## src/crt_pkg.sv

```systemverilog
/*
 package of the cascaded reload timer: register offsets, field positions,
 reset values and count-source codes. assumes nothing of its surroundings.
*/
package crt_pkg;
   // ***************
   // register map
   // ***************
   localparam logic [11:0] ADDR_MODE = 12'h000;
   localparam logic [11:0] ADDR_PRESCALER = 12'h004;
   localparam logic [11:0] ADDR_PRIMARY = 12'h008;
   localparam logic [11:0] ADDR_SOURCE = 12'h00c;
   localparam logic [11:0] ADDR_IRQ = 12'h010;
   // ***************
   // mode register fields
   // ***************
   localparam int MODE_LOW_POS = 4;
   localparam int MODE_HIGH_POS = 5;
   localparam int WTS_POS = 6;
   localparam int RUN_POS = 7;
   localparam logic [7:0] MODE_RESET = 8'h00;
   localparam logic [1:0] MODE_TIMER = 2'h0;
   localparam logic [7:0] PRESCALER_RESET = 8'hff;
   localparam logic [7:0] PRIMARY_RESET = 8'hff;
   // ***************
   // count sources
   // ***************
   localparam logic [1:0] SRC_UNDIVIDED = 2'h0;
   localparam logic [1:0] SRC_HALF = 2'h1;
   localparam logic [1:0] SRC_EIGHTH = 2'h2;
   localparam logic [1:0] SRC_NEIGHBOUR = 2'h3;
   localparam logic [2:0] DIV_EIGHTH_LAST = 3'h7;
   localparam int WRITE_PHASES = 3;
endpackage

```

## src/crt_source.sv

```systemverilog
/*
 count source selector: produces a one-cycle tick from the undivided,
 half or eighth rate clock or the neighbour underflow.
 assumes neighbour underflow is a one-cycle pulse on pclk.
*/
`timescale 1ns/10ps
module crt_source
(
   input wire logic pclk,
   input wire logic presetn,
   input wire logic ce,
   input wire logic [1:0] sel,
   input wire logic neighbour_uf,
   output logic tick
);
   logic [2:0] div_reg;

   always_ff @(posedge pclk or negedge presetn)
   begin
      if (!presetn)
         div_reg <= 3'h0;
      else if (ce)
         div_reg <= div_reg + 3'h1;
   end

   always_comb
   begin
      unique case (sel)
         crt_pkg::SRC_UNDIVIDED: tick = ce;
         crt_pkg::SRC_HALF: tick = ce && div_reg[0];
         crt_pkg::SRC_EIGHTH: tick = ce && (div_reg == crt_pkg::DIV_EIGHTH_LAST);
         crt_pkg::SRC_NEIGHBOUR: tick = ce && neighbour_uf;
      endcase
   end
endmodule

```

## src/crt_stage.sv

```systemverilog
/*
 one 8-bit down-counter stage with reload register and the delayed write
 path. assumes step and wr are one-cycle pulses on pclk.
*/
`timescale 1ns/10ps
module crt_stage
(
   input wire logic pclk,
   input wire logic presetn,
   input wire logic ce,
   input wire logic [7:0] reset_value,
   input wire logic tick,
   input wire logic step,
   input wire logic running,
   input wire logic wts,
   input wire logic wr,
   input wire logic [7:0] wdata,
   output logic [7:0] count,
   output logic [7:0] reload,
   output logic underflow,
   output logic busy
);
   logic [7:0] reload_reg;
   logic [7:0] count_reg;
   logic [7:0] pend_reg;
   logic [1:0] phase_reg;

   assign count = count_reg;
   assign reload = reload_reg;
   assign busy = phase_reg != 2'h0;
   assign underflow = step && running && !busy && count_reg == 8'h00;

   // delayed write sequencer: latch, transfer, resume
   always_ff @(posedge pclk or negedge presetn)
   begin
      if (!presetn)
         phase_reg <= 2'h0;
      else if (ce)
      begin
         if (wr && running && !wts)
            phase_reg <= 2'h1;
         else if (tick && busy)
            phase_reg <= (phase_reg == 2'(crt_pkg::WRITE_PHASES - 1)) ? 2'h0 : phase_reg + 2'h1;
      end
   end

   always_ff @(posedge pclk or negedge presetn)
   begin
      if (!presetn)
         pend_reg <= 8'h00;
      else if (ce && wr)
         pend_reg <= wdata;
   end

   always_ff @(posedge pclk or negedge presetn)
   begin
      if (!presetn)
         reload_reg <= 8'h00;
      else if (!ce)
         reload_reg <= reload_reg;
      else if (wr && (!running || wts))
         reload_reg <= wdata;
      else if (tick && phase_reg == 2'h1)
         reload_reg <= pend_reg;
   end

   always_ff @(posedge pclk or negedge presetn)
   begin
      if (!presetn)
         count_reg <= 8'h00;
      else if (!ce)
         count_reg <= count_reg;
      else if (wr && !running)
         count_reg <= wdata;
      else if (tick && phase_reg == 2'h2)
         count_reg <= reload_reg;
      else if (underflow)
         count_reg <= reload_reg;
      else if (step && running && !busy)
         count_reg <= count_reg - 8'h01;
   end
endmodule

```

## src/crt_timer.sv

```systemverilog
/*
 cascaded reload timer, timer mode: 8-bit prescaler feeding 8-bit primary
 down-counter, apb slave for mode, count, source and irq registers.
 assumes an apb master on pclk and a neighbour underflow pulse on pclk.
*/
// The address map and the APB slave port were decided locally.
`timescale 1ns/10ps
module crt_timer
(
   input wire logic pclk,
   input wire logic presetn,
   input wire logic ce,
   input wire logic psel,
   input wire logic penable,
   input wire logic pwrite,
   input wire logic [11:0] paddr,
   input wire logic [31:0] pwdata,
   input wire logic [3:0] pstrb,
   output logic [31:0] prdata,
   output logic pready,
   output logic pslverr,
   input wire logic neighbour_uf,
   output logic interrupt_request_flag,
   output logic waveform_output_pin,
   output logic waveform_output_oe
);
   // ***************
   // apb decode
   // ***************
   logic wr_en;
   logic hit_mode;
   logic hit_pre;
   logic hit_pri;
   logic hit_src;
   logic hit_irq;
   logic mapped;
   logic [7:0] timer_mode_control_reg;
   logic [1:0] source_reg;
   logic irq_reg;
   logic [31:0] prdata_reg;
   logic run_control_bit;
   logic write_target_select;
   logic timer_mode;
   logic running;
   logic tick;
   logic pre_uf;
   logic pri_uf;
   logic pre_busy;
   logic pri_busy;
   logic [7:0] pre_count;
   logic [7:0] pri_count;
   logic pre_wr;
   logic pri_wr;

   assign hit_mode = paddr == crt_pkg::ADDR_MODE;
   assign hit_pre = paddr == crt_pkg::ADDR_PRESCALER;
   assign hit_pri = paddr == crt_pkg::ADDR_PRIMARY;
   assign hit_src = paddr == crt_pkg::ADDR_SOURCE;
   assign hit_irq = paddr == crt_pkg::ADDR_IRQ;
   assign mapped = hit_mode || hit_pre || hit_pri || hit_src || hit_irq;
   assign wr_en = ce && psel && penable && pwrite && mapped && pstrb[0];
   assign pready = 1'b1;
   assign pslverr = psel && penable && !mapped;
   assign prdata = prdata_reg;

   assign run_control_bit = timer_mode_control_reg[crt_pkg::RUN_POS];
   assign write_target_select = timer_mode_control_reg[crt_pkg::WTS_POS];
   assign timer_mode = {timer_mode_control_reg[crt_pkg::MODE_HIGH_POS],
                        timer_mode_control_reg[crt_pkg::MODE_LOW_POS]} == crt_pkg::MODE_TIMER;
   assign running = run_control_bit && timer_mode;
   assign pre_wr = wr_en && hit_pre;
   assign pri_wr = wr_en && hit_pri;

   // ***************
   // mode and source registers
   // ***************
   always_ff @(posedge pclk or negedge presetn)
   begin
      if (!presetn)
         timer_mode_control_reg <= crt_pkg::MODE_RESET;
      else if (wr_en && hit_mode)
         timer_mode_control_reg <= {pwdata[7:4], 4'h0};
   end

   always_ff @(posedge pclk or negedge presetn)
   begin
      if (!presetn)
         source_reg <= crt_pkg::SRC_UNDIVIDED;
      else if (wr_en && hit_src)
         source_reg <= pwdata[1:0];
   end

   // ***************
   // interrupt request flag
   // ***************
   always_ff @(posedge pclk or negedge presetn)
   begin
      if (!presetn)
         irq_reg <= 1'b0;
      else if (!ce)
         irq_reg <= irq_reg;
      else if (pri_uf)
         irq_reg <= 1'b1;
      else if ((pre_wr || pri_wr) && running && !write_target_select)
         irq_reg <= 1'b1;
      else if (wr_en && hit_irq && !pwdata[0])
         irq_reg <= 1'b0;
   end

   assign interrupt_request_flag = irq_reg;

   // ***************
   // read data
   // ***************
   always_ff @(posedge pclk or negedge presetn)
   begin
      if (!presetn)
         prdata_reg <= 32'h0;
      else if (ce && psel && !penable && !pwrite)
      begin
         if (hit_mode)
            prdata_reg <= {24'h0, timer_mode_control_reg};
         else if (hit_pre)
            prdata_reg <= {24'h0, pre_count};
         else if (hit_pri)
            prdata_reg <= {24'h0, pri_count};
         else if (hit_src)
            prdata_reg <= {30'h0, source_reg};
         else if (hit_irq)
            prdata_reg <= {31'h0, irq_reg};
         else
            prdata_reg <= 32'h0;
      end
   end

   // ***************
   // pins
   // ***************
   assign waveform_output_pin = 1'b0;
   assign waveform_output_oe = 1'b0;

   // ***************
   // counter chain
   // ***************
   crt_source u_source
   (
      .pclk(pclk),
      .presetn(presetn),
      .ce(ce),
      .sel(source_reg),
      .neighbour_uf(neighbour_uf),
      .tick(tick)
   );

   crt_stage u_prescaler
   (
      .pclk(pclk),
      .presetn(presetn),
      .ce(ce),
      .reset_value(crt_pkg::PRESCALER_RESET),
      .tick(tick),
      .step(tick),
      .running(running),
      .wts(write_target_select),
      .wr(pre_wr),
      .wdata(pwdata[7:0]),
      .count(pre_count),
      .reload(),
      .underflow(pre_uf),
      .busy(pre_busy)
   );

   crt_stage u_primary
   (
      .pclk(pclk),
      .presetn(presetn),
      .ce(ce),
      .reset_value(crt_pkg::PRIMARY_RESET),
      .tick(tick),
      .step(pre_uf && !pri_busy),
      .running(running),
      .wts(write_target_select),
      .wr(pri_wr),
      .wdata(pwdata[7:0]),
      .count(pri_count),
      .reload(),
      .underflow(pri_uf),
      .busy(pri_busy)
   );
endmodule

```

## config.mk

```make
export PLATFORM = sky130hd
export DESIGN_NAME = crt_timer
export DESIGN_NICKNAME = d
export VERILOG_FILES = /design/src/crt_pkg.sv /design/src/crt_source.sv /design/src/crt_stage.sv /design/src/crt_timer.sv
export SDC_FILE = /design/constraint.sdc
export NUM_CORES = 1
export LEC_CHECK = 0
export ABC_AREA = 1
export BUFFER_PORTS_ARGS = -buffer_cell sky130_fd_sc_hd__buf_4
export CORE_MARGIN = 10
export CORE_UTILIZATION = 34
export DETAILED_ROUTE_END_ITERATION = 7
export PLACE_DENSITY_LB_ADDON = 0.25
export SYNTH_ARGS = -nofsm -noshare
export SYNTH_HDL_FRONTEND = slang
export SYNTH_HIERARCHICAL = 1
export SYNTH_SLANG_ARGS = --single-unit
```

## constraint.sdc

```tcl
create_clock -name pclk -period 8.32 [get_ports pclk]
set_input_delay 0.416 -clock pclk [delete_from_list [all_inputs] [get_ports pclk]]
set_output_delay 0.416 -clock pclk [all_outputs]
set_load 0.05 [all_outputs]
```

==> results of run 1 <==
## final cells by class
cell class	count	area, um^2	share of cell area (%)
multi-input cells	437	2280	44.0
flip-flops and latches	70	1750	33.8
inverters	84	315	6.09
repair buffers	37	278	5.36
clock buffers	11	253	4.88
well taps	176	220	4.25
clock inverters	5	81.3	1.57
## synth_stat cells, types with 6 or more instances
| library cell | instances |
|---|---|
| buf_4 | 27 |
| ha_1 | 6 |
| nand2_4 | 6 |
| dfrtp_1 | 70 |
| a21oi_2 | 10 |
| inv_1 | 59 |
| o21ai_1 | 9 |
| nor2_1 | 46 |
| o21ai_0 | 25 |
| a31oi_1 | 16 |
| clkbuf_1 | 6 |
| a21oi_1 | 14 |
| nand2_2 | 12 |
| nand2_1 | 153 |
| inv_2 | 23 |
| nand3_1 | 62 |
## layer usage
layer	wire, um	share of wire, %
met5	0	0
met4	123	1.1
met3	803	6.9
met2	5020	43
met1	5610	49
## worst max-delay path: cells and delay by family, from the launching register on
family / cells / cell delay [ps]
and+or+nand+nor: 12 / 1970
DFF: 1 / 390
buffers and inverters: 4 / 210
AOI/OAI and AO/OA: 2 / 230
adders and majority gates: 2 / 300
## power by group
| part | internal, mW | switching [mW] |
|---|---|---|
| sequential | 0.410 | 0.0667 |
| combinational | 0.136 | 0.235 |
| clock | 0.279 | 0.146 |
| total | 0.825 | 0.448 |
## cells by family (layout without fill, tap and decap cells)
kind of cell               count (synthesis)  after routing
and+or+nand+nor                          309            309
buffers and inverters                    121            137
AOI/OAI and AO/OA                         90             90
DFF                                       70             70
adders and majority gates                  6              6
xor gates and xnor gates                   5              5
other                                      2             27
## cell usage in the layout, fill, tap and decap left out, types with 2 or more instances in the layout
master	n
a211oi_1	2
conb_1	27
dfrtp_1	70
a21oi_1	14
nor2_1	46
o21ai_0	25
o211ai_1	4
nand2_4	6
nand2_1	153
buf_4	37
o21ai_1	9
bufinv_16	2
a21oi_2	10
nand3_4	4
nand4_1	4
a22o_1	4
nor3_1	5
nand3_1	62
clkinv_1	2
nor2_8	3
clkbuf_16	9
xor2_1	5
nand3_2	5
or2_2	2
nor4_1	3
clkbuf_8	2
nand2_2	12
ha_1	6
nor2_2	2
inv_1	59
o22ai_1	3
inv_2	23
a31oi_1	16
## worst paths after layout
check                                 startpoint                         to  cells after the start
setup / recovery             u_source/div_reg[0]         u_primary/count[0]                     20
hold / removal                           presetn        u_primary/reload[7]                      1
setup reg to reg             u_source/div_reg[0]         u_primary/count[0]                     20
hold reg to reg            u_primary/pend_reg[5]      u_primary/pend_reg[5]                      2
max in group asynchronous                presetn      u_prescaler/reload[1]                      1
min in group pclk                      pwdata[6]  timer_mode_control_reg[6]                      3
## per-stage QoR
stage	power, mW	setup slack (ps)	hold slack [ps]	instances
detailed placement	0.851	5110	475	804
floorplan	0.761	5680	120	628
finish	1.27	5150	213	820
CTS	1.28	5100	256	820
global placement	0.846	5150	470	804
global route	1.36	4740	303	820
==> impl_metrics.json, run 1 <==
{
  "globalRoute.busiestLayer": "met2",
  "grt_setup_unrepaired": "false",
  "ir_worst_vdd_uv": 108,
  "synth-edff-count": 0,
  "die_w_um": 135,
  "pwr_density_cell_mw_per_mm2": 246,
  "cpMostUsedCell": "nor2_1",
  "core_mm2": 0.0131,
  "cts_tree": "done",
  "ys.warnings.count": 6,
  "cp-start-kind": "register",
  "cts_root_buf": "clkbuf_16",
  "grt_pass1_vias": 3759,
  "synth.distinct_cells": 37,
  "grt_max_degree": 71,
  "dr.pass1.iters": 5,
  "max_freq_mhz": 315,
  "cts_hold_buf": 0,
  "ant_nets": 0,
  "path_cells": "ha_1, ha_1, inv_1, nor2_1, nor2_1, nor2_1, nand2_2, nor2_8, inv_2, nor4_1, inv_1, nor2_1, nand2_2, nor2_8, inv_2, nand3_2, nand2_4, a21oi_1, nand2_1, o21ai_1",
  "yosysSeqAreaShare_pct": 38.7,
  "cts-buffers-inserted": 9,
  "clk_latency_ps": 330,
  "routed_wl_um": 11600,
  "fin_crit_sh_pct": 38.1,
  "io_buffers": 37,
  "drive_gt1_share_pct": 19.1,
  "met1_usage_pct": 17.7,
  "fp-row-count": 42,
  "drt-vias-per-instance": 4.67,
  "io_pins": 92,
  "num_vias": 3832,
  "crit_path_end_kind": "register",
  "fin_util_pct": 39.4,
  "cts_resized": 0,
  "synth_area_leaders": "dfrtp_1, nand2_1, nand3_1",
  "drv_slew": 0,
  "critPathMaxStageDelay_ps": 620,
  "grt_usage_pct": 13.0,
  "setup_viol": 0,
  "clock-sinks": 70,
  "place_area_mm2": 0.00484,
  "status": "completed",
  "final_net_count": 700,
  "grt_use_met3_pct": 3.19,
  "hp-class": "input pin to asynchronous set/reset pin",
  "drt_iter0_markers": 276,
  "synth_flop_cell": "dfrtp_1",
  "grt_remaining_overflow": 0,
  "die_h_um": 135,
  "synth-simple-area-share_pct": 33.0,
  "slew_headroom_pct": 40.6,
  "synth_cells": 603,
  "place_congestion": 0.873,
  "gr-usage-met2_pct": 19.7,
  "crit_path_top_delay_cell": "nor2_1",
  "rrSetupSlack_ps": 5150,
  "synth_xor_area_share_pct": 0.968,
  "synth_top_family_by_area": "simple AND/OR/NAND/NOR gates",
  "hold_violations": 0,
  "yosysTopAreaCellShare_pct": 38.7,
  "leakage_nw": 2.65,
  "crit_type": "register to register",
  "muxShareOfSynthArea_pct": 0,
  "ys_ff_latch": 70,
  "synth.avg_cell_area_um2": 7.50,
  "wl_per_cell_um": 14.1,
  "synth_top_area_cell": "dfrtp_1",
  "fin_tns_setup_ps": 0,
  "drcViolationCount": 0,
  "finalClockSkew_ps": 5.90,
  "post-cts-setup-buffers": 0,
  "grt_first_pass_wirelength_um": 19300,
  "path_max_fanout": 14,
  "maxCapViolCount": 0,
  "diodes": 0,
  "start_util_pct": 34.4,
  "fin_crit_ps": 3170,
  "n_fill_cell": 1399,
  "place_hpwl_um": 8830,
  "cp.required_ps": 8570,
  "stdcell_area_mm2": 0.00518,
  "clk_pin_slew_ps": 60,
  "cts_max_path_buffers": 2,
  "synth_fa_ha_area_share_pct": 1.66,
  "syn_area_mm2": 0.00452,
  "synth_compound_area_share_pct": 12.5,
  "async_reset_ff_share_pct": 100,
  "worstMarginPinSlew_ps": 891,
  "die_area_mm2": 0.0183,
  "synthToLayoutAreaGrowth_pct": 14.5,
  "arrival_ps": 3420,
  "antenna_found_initial": 0,
  "cts.htree.levels": 3
}
Power figures use the tool's default switching activity.
==> run 2: changes to the inputs <==
==> constraint.sdc (replaced) <==
create_clock -name pclk -period 3.2 [get_ports pclk]
set_input_delay 0.16 -clock pclk [delete_from_list [all_inputs] [get_ports pclk]]
set_output_delay 0.16 -clock pclk [all_outputs]
set_load 0.05 [all_outputs]
==> run 2 against run 1 <==
  * The run now ends with hold timing left
  * Clock power grew 130%
  * First-iteration DRC count up 32%
  * Worst hold slack worse by 240 ps
  * Cell area down 0.27%
  * Largest cell class unchanged
  * Highest routed layer unchanged
==> impl_metrics.json, run 2 (same netlist as run 1, synthesis figures left out) <==
{
  "cts.htree.levels": 3,
  "drt-vias-per-instance": 4.66,
  "drive_gt1_share_pct": 19.3,
  "fin_tns_setup_ps": 0,
  "cp.required_ps": 3450,
  "drt_iter0_markers": 363,
  "grt_first_pass_wirelength_um": 19100,
  "ant_nets": 0,
  "fp-row-count": 42,
  "grt_remaining_overflow": 0,
  "core_mm2": 0.0131,
  "io_buffers": 37,
  "finalClockSkew_ps": 6.86,
  "crit_path_end_kind": "register",
  "place_congestion": 0.866,
  "final_common_cell": "nand2_1",
  "diodes": 0,
  "ir_worst_vdd_uv": 240,
  "grt_setup_unrepaired": "false",
  "cts-buffers-inserted": 9,
  "cp-start-kind": "register",
  "cts_tree": "done",
  "synthToLayoutAreaGrowth_pct": 14.2,
  "pwr_density_cell_mw_per_mm2": 617,
  "setup_viol": 0,
  "max_freq_mhz": 369,
  "cts_resized": 0,
  "maxCapViolCount": 0,
  "grt_pass1_vias": 3745,
  "fin_crit_ps": 2710,
  "cts_root_buf": "clkbuf_16",
  "place_hpwl_um": 8940,
  "leakage_nw": 2.65,
  "routed_wl_um": 11600,
  "clock-sinks": 70,
  "drcViolationCount": 0,
  "die_area_mm2": 0.0183,
  "cts_hold_buf": 0,
  "die_h_um": 135,
  "grt_usage_pct": 12.9,
  "status": "finished with violations",
  "hold_violations": 70,
  "clk_latency_ps": 330,
  "start_util_pct": 34.4,
  "cts_max_path_buffers": 2,
  "drv_slew": 0,
  "dr.pass1.iters": 4,
  "fin_hold_ws_ps": -30.0,
  "mostFrequentLayoutCells": "nand2_1, dfrtp_1, nand3_1",
  "num_vias": 3838,
  "worstMarginPinSlew_ps": 892,
  "post-cts-setup-buffers": 0,
  "io_pins": 92,
  "die_w_um": 135,
  "fin_crit_sh_pct": 84.7,
  "arrival_ps": 2960,
  "slew_headroom_pct": 40.6,
  "crit_type": "register to register",
  "antenna_found_initial": 0,
  "wl_per_cell_um": 14.1,
  "clk_pin_slew_ps": 60,
  "hp-class": "input pin to asynchronous set/reset pin",
  "final_net_count": 704,
  "path_max_fanout": 14,
  "grt_max_degree": 71,
  "violations": "hold timing",
  "fin_total_pwr_mw": 3.18
}
run 2: changes by cell type in the layout (fill, tap and decap cells not counted):
cell / delta
buf_4: +4
bufinv_16: -1
clkbuf_1: +1
clkbuf_8: -1
clkinv_2: +1
clkinv_4: -1
run 2: worst paths after layout:
| check | startpoint | endpoint | slack, ps | depth (start not counted) |
|---|---|---|---|---|
| worst max-delay path | u_source/div_reg[0] | u_primary/count[0] | 490 | 20 |
| worst min-delay path | presetn | u_primary/reload[4] | -30 | 1 |
| worst max register to register | u_source/div_reg[0] | u_primary/count[0] | 490 | 20 |
| worst min register to register | u_primary/pend_reg[7] | u_primary/pend_reg[7] | 490 | 2 |
| max in group asynchronous | presetn | timer_mode_control_reg[4] | 2670 | 1 |
| min in group pclk | pwdata[6] | timer_mode_control_reg[6] | 120 | 3 |
run 2: layout make-up:
class / instances / area, um^2
fillers: 1406 / 7970
multi-input cells: 437 / 2280
flip-flops and latches: 70 / 1750
inverters: 84 / 315
repair buffers: 41 / 308
clock buffers: 11 / 243
well taps: 176 / 220
clock inverters: 4 / 47.5
run 2: layer usage:
layer  vias to the layer above  routed length (um)  part of all wire, %  GRT usage [%]
met1                      1747                5550                   48           17.3
met2                       101                5080                   44           19.8
li1                       1981                   -                    -              -
met3                         9                 801                  6.9           2.41
met4                         0                 170                  1.5           5.38
met5                         -                   0                    0              0
run 2: power by group:
group,leakage (nW),switching (mW),internal [mW]
logic,1.60,0.607,0.354
registers,0.901,0.169,1.07
clock network,0.141,0.369,0.617
run 2: worst max-delay path, cell delays in order, from the launching register on:
cell,delay (ps)
dfrtp_1,380
ha_1,160
ha_1,130
inv_1,40
nor2_1,80
nor2_1,50
nor2_1,280
nand2_2,140
nor2_8,150
inv_2,50
nor4_1,190
inv_1,70
nor2_1,120
nand2_2,100
nor2_8,140
inv_2,50
nand3_2,70
nand2_4,120
a21oi_1,160
nand2_1,70
o21ai_1,80
run 2: metrics by stage:
step	std cells	hold slack (ps)	util (%)	cell area (um^2)	worst slack, ps
after detailed placement	808	358	37.1	4870	485
after global placement	808	343	37.1	4870	506
after global routing	823	42.1	39.3	5160	125
final	823	-30.0	39.3	5160	490
after floorplan	628	-136	-	4620	561
after CTS	823	1.90	39.3	5160	446
==> run 3: changes to the inputs <==
==> constraint.sdc (replaced) <==
create_clock -name pclk -period 2.5 [get_ports pclk]
set_input_delay 0.125 -clock pclk [delete_from_list [all_inputs] [get_ports pclk]]
set_output_delay 0.125 -clock pclk [all_outputs]
set_load 0.05 [all_outputs]
==> run 3 against run 2 <==
  * The run now ends clean
  * Routed wire length up 3.7%
  * Final cell count up 1.7%
  * Clock skew up 0.57 ps
  * First-iteration DRC count down 3.6%
  * Critical endpoint is now u_primary/count[4]
  * Worst hold slack better by 120 ps
  * Via count up 3.6%
  * Clock-buffer cell count up 1
  * Worst setup slack worse by 460 ps
==> impl_metrics.json, run 3 (same netlist as run 1, synthesis figures left out) <==
{
  "grt_remaining_overflow": 0,
  "io_pins": 92,
  "die_area_mm2": 0.0183,
  "routed_wl_um": 12000,
  "final_net_count": 717,
  "hp-class": "input pin to register",
  "grt_setup_unrepaired": "true",
  "clk_latency_ps": 330,
  "grt_max_degree": 71,
  "place_ws_ps": -41.8,
  "fin_util_pct": 40.5,
  "final_common_cell": "nand2_1",
  "ir_worst_vdd_uv": 348,
  "setup_slack_ps": 27.7,
  "io_buffers": 37,
  "fin_crit_sh_pct": 98.9,
  "diodes": 0,
  "die_w_um": 135,
  "finalClockSkew_ps": 7.43,
  "min_delay_path_depth": 3,
  "leakage_nw": 2.70,
  "cp-start-kind": "register",
  "drive_gt1_share_pct": 22.4,
  "grt_first_pass_wirelength_um": 19600,
  "mostFrequentLayoutCells": "nand2_1, dfrtp_1, nand3_1",
  "cp.required_ps": 2710,
  "dp.cells": 813,
  "cts-buffers-inserted": 9,
  "drcViolationCount": 0,
  "layout.cells.non_filler": 837,
  "ant_nets": 0,
  "arrival_ps": 2680,
  "r2r_cells": 20,
  "crit_type": "register to register",
  "worstMarginPinSlew_ps": 908,
  "setup_viol": 0,
  "dr.pass1.iters": 5,
  "multiInputGateArea_mm2": 0.00236,
  "slew_headroom_pct": 39.5,
  "crit_path_end_kind": "register",
  "antenna_found_initial": 0,
  "num_vias": 3978,
  "pwr_density_cell_mw_per_mm2": 780,
  "fp-row-count": 42,
  "n_fill_cell": 1373,
  "grt_usage_pct": 13.2,
  "drt-vias-per-instance": 4.75,
  "cts_root_buf": "clkbuf_16",
  "clk_pin_slew_ps": 50,
  "regArea_mm2": 0.00175,
  "fin_tns_setup_ps": 0,
  "place_hpwl_um": 8920,
  "drt_iter0_markers": 350,
  "cts_tree": "done",
  "place_congestion": 0.858,
  "die_h_um": 135,
  "cts_max_path_buffers": 2,
  "hold_violations": 0,
  "fin_total_pwr_mw": 4.15,
  "maxCapViolCount": 0,
  "fin_crit_ps": 2470,
  "synthToLayoutAreaGrowth_pct": 17.8,
  "cts.htree.levels": 3,
  "path_max_fanout": 4,
  "clock-sinks": 70,
  "core_mm2": 0.0131,
  "wl_per_cell_um": 14.4,
  "max_freq_mhz": 404,
  "status": "completed",
  "start_util_pct": 34.4,
  "grt_pass1_vias": 3746,
  "drv_slew": 0
}
-- run 3: changes by cell type in the layout (fill, tap and decap cells not counted), sizes merged --
cell,delta
dlygate4sd3,+1
nand2,+1
clkbuf,+1
buf,+10
nand3,+1
-- run 3: power by group --
| group | leakage [nW] | internal, mW | total, mW | switching, mW |
|---|---|---|---|---|
| sequential | 0.901 | 1.37 | 1.60 | 0.232 |
| combinational | 1.67 | 0.497 | 1.33 | 0.828 |
| clock | 0.137 | 0.770 | 1.23 | 0.462 |
| total | 2.70 | 2.63 | 4.15 | 1.52 |
-- run 3: metrics by stage --
step / instance area [um^2] / hold WS (ps)
2_1_floorplan: 4620 / -171
3_3_place_gp: 4910 / 317
3_5_place_dp: 4910 / 328
4_1_cts: 5230 / 89.3
5_1_grt: 5330 / 89.8
6_report: 5330 / 93.6
-- run 3: final cells by class --
class                   count  share of cell area, %
clock buffers              12                   4.44
clock inverters             4                  0.893
inverters                  84                   5.92
multi-input cells         439                   44.4
flip-flops and latches     70                   32.9
well taps                 176                   4.13
repair buffers             52                   7.38
-- run 3: per-layer routing --
layer	up-vias	global-route usage, %	wire length [um]
li1	2002	-	-
met1	1851	17.9	5720
met2	117	20.3	5410
met3	8	3.04	772
met4	0	3.95	131
met5	-	0	0
-- run 3: path summary, 6_finish.rpt --
kind	slack, ps	start	to
hold reg to reg	490	u_primary/pend_reg[1]	u_primary/pend_reg[1]
hold / removal	90	pwdata[6]	timer_mode_control_reg[6]
setup / recovery	30	u_source/div_reg[1]	u_primary/count[4]
min in group asynchronous	480	presetn	u_primary/reload[7]
max in group asynchronous	1440	presetn	u_prescaler/reload[7]
setup reg to reg	30	u_source/div_reg[1]	u_primary/count[4]
-- run 3: critical path: stages (launching register included) --
cell     delay [ps]
dfrtp_1         350
ha_2            190
ha_4            130
inv_2            30
nor2_2           60
nor2_1           50
nor2_2          170
nand2_2         120
nor2_8          130
inv_2            50
nor4_2          130
inv_1            80
nor2_2          120
nand2_2          90
nor2_8          120
buf_4           120
nand3_2          80
nand3_1         110
nand3_1          70
nand2_1          90
nand2_1          50
-- run 3: what timing repair did --
item	in CTS	in global routing
gates resized for setup	2	12
endpoints found under the hold margin	70	0
hold buffers	1	0
pin swaps	1	8
setup endpoints to repair	8	9
gates cloned	0	2
buffers inserted	1	4
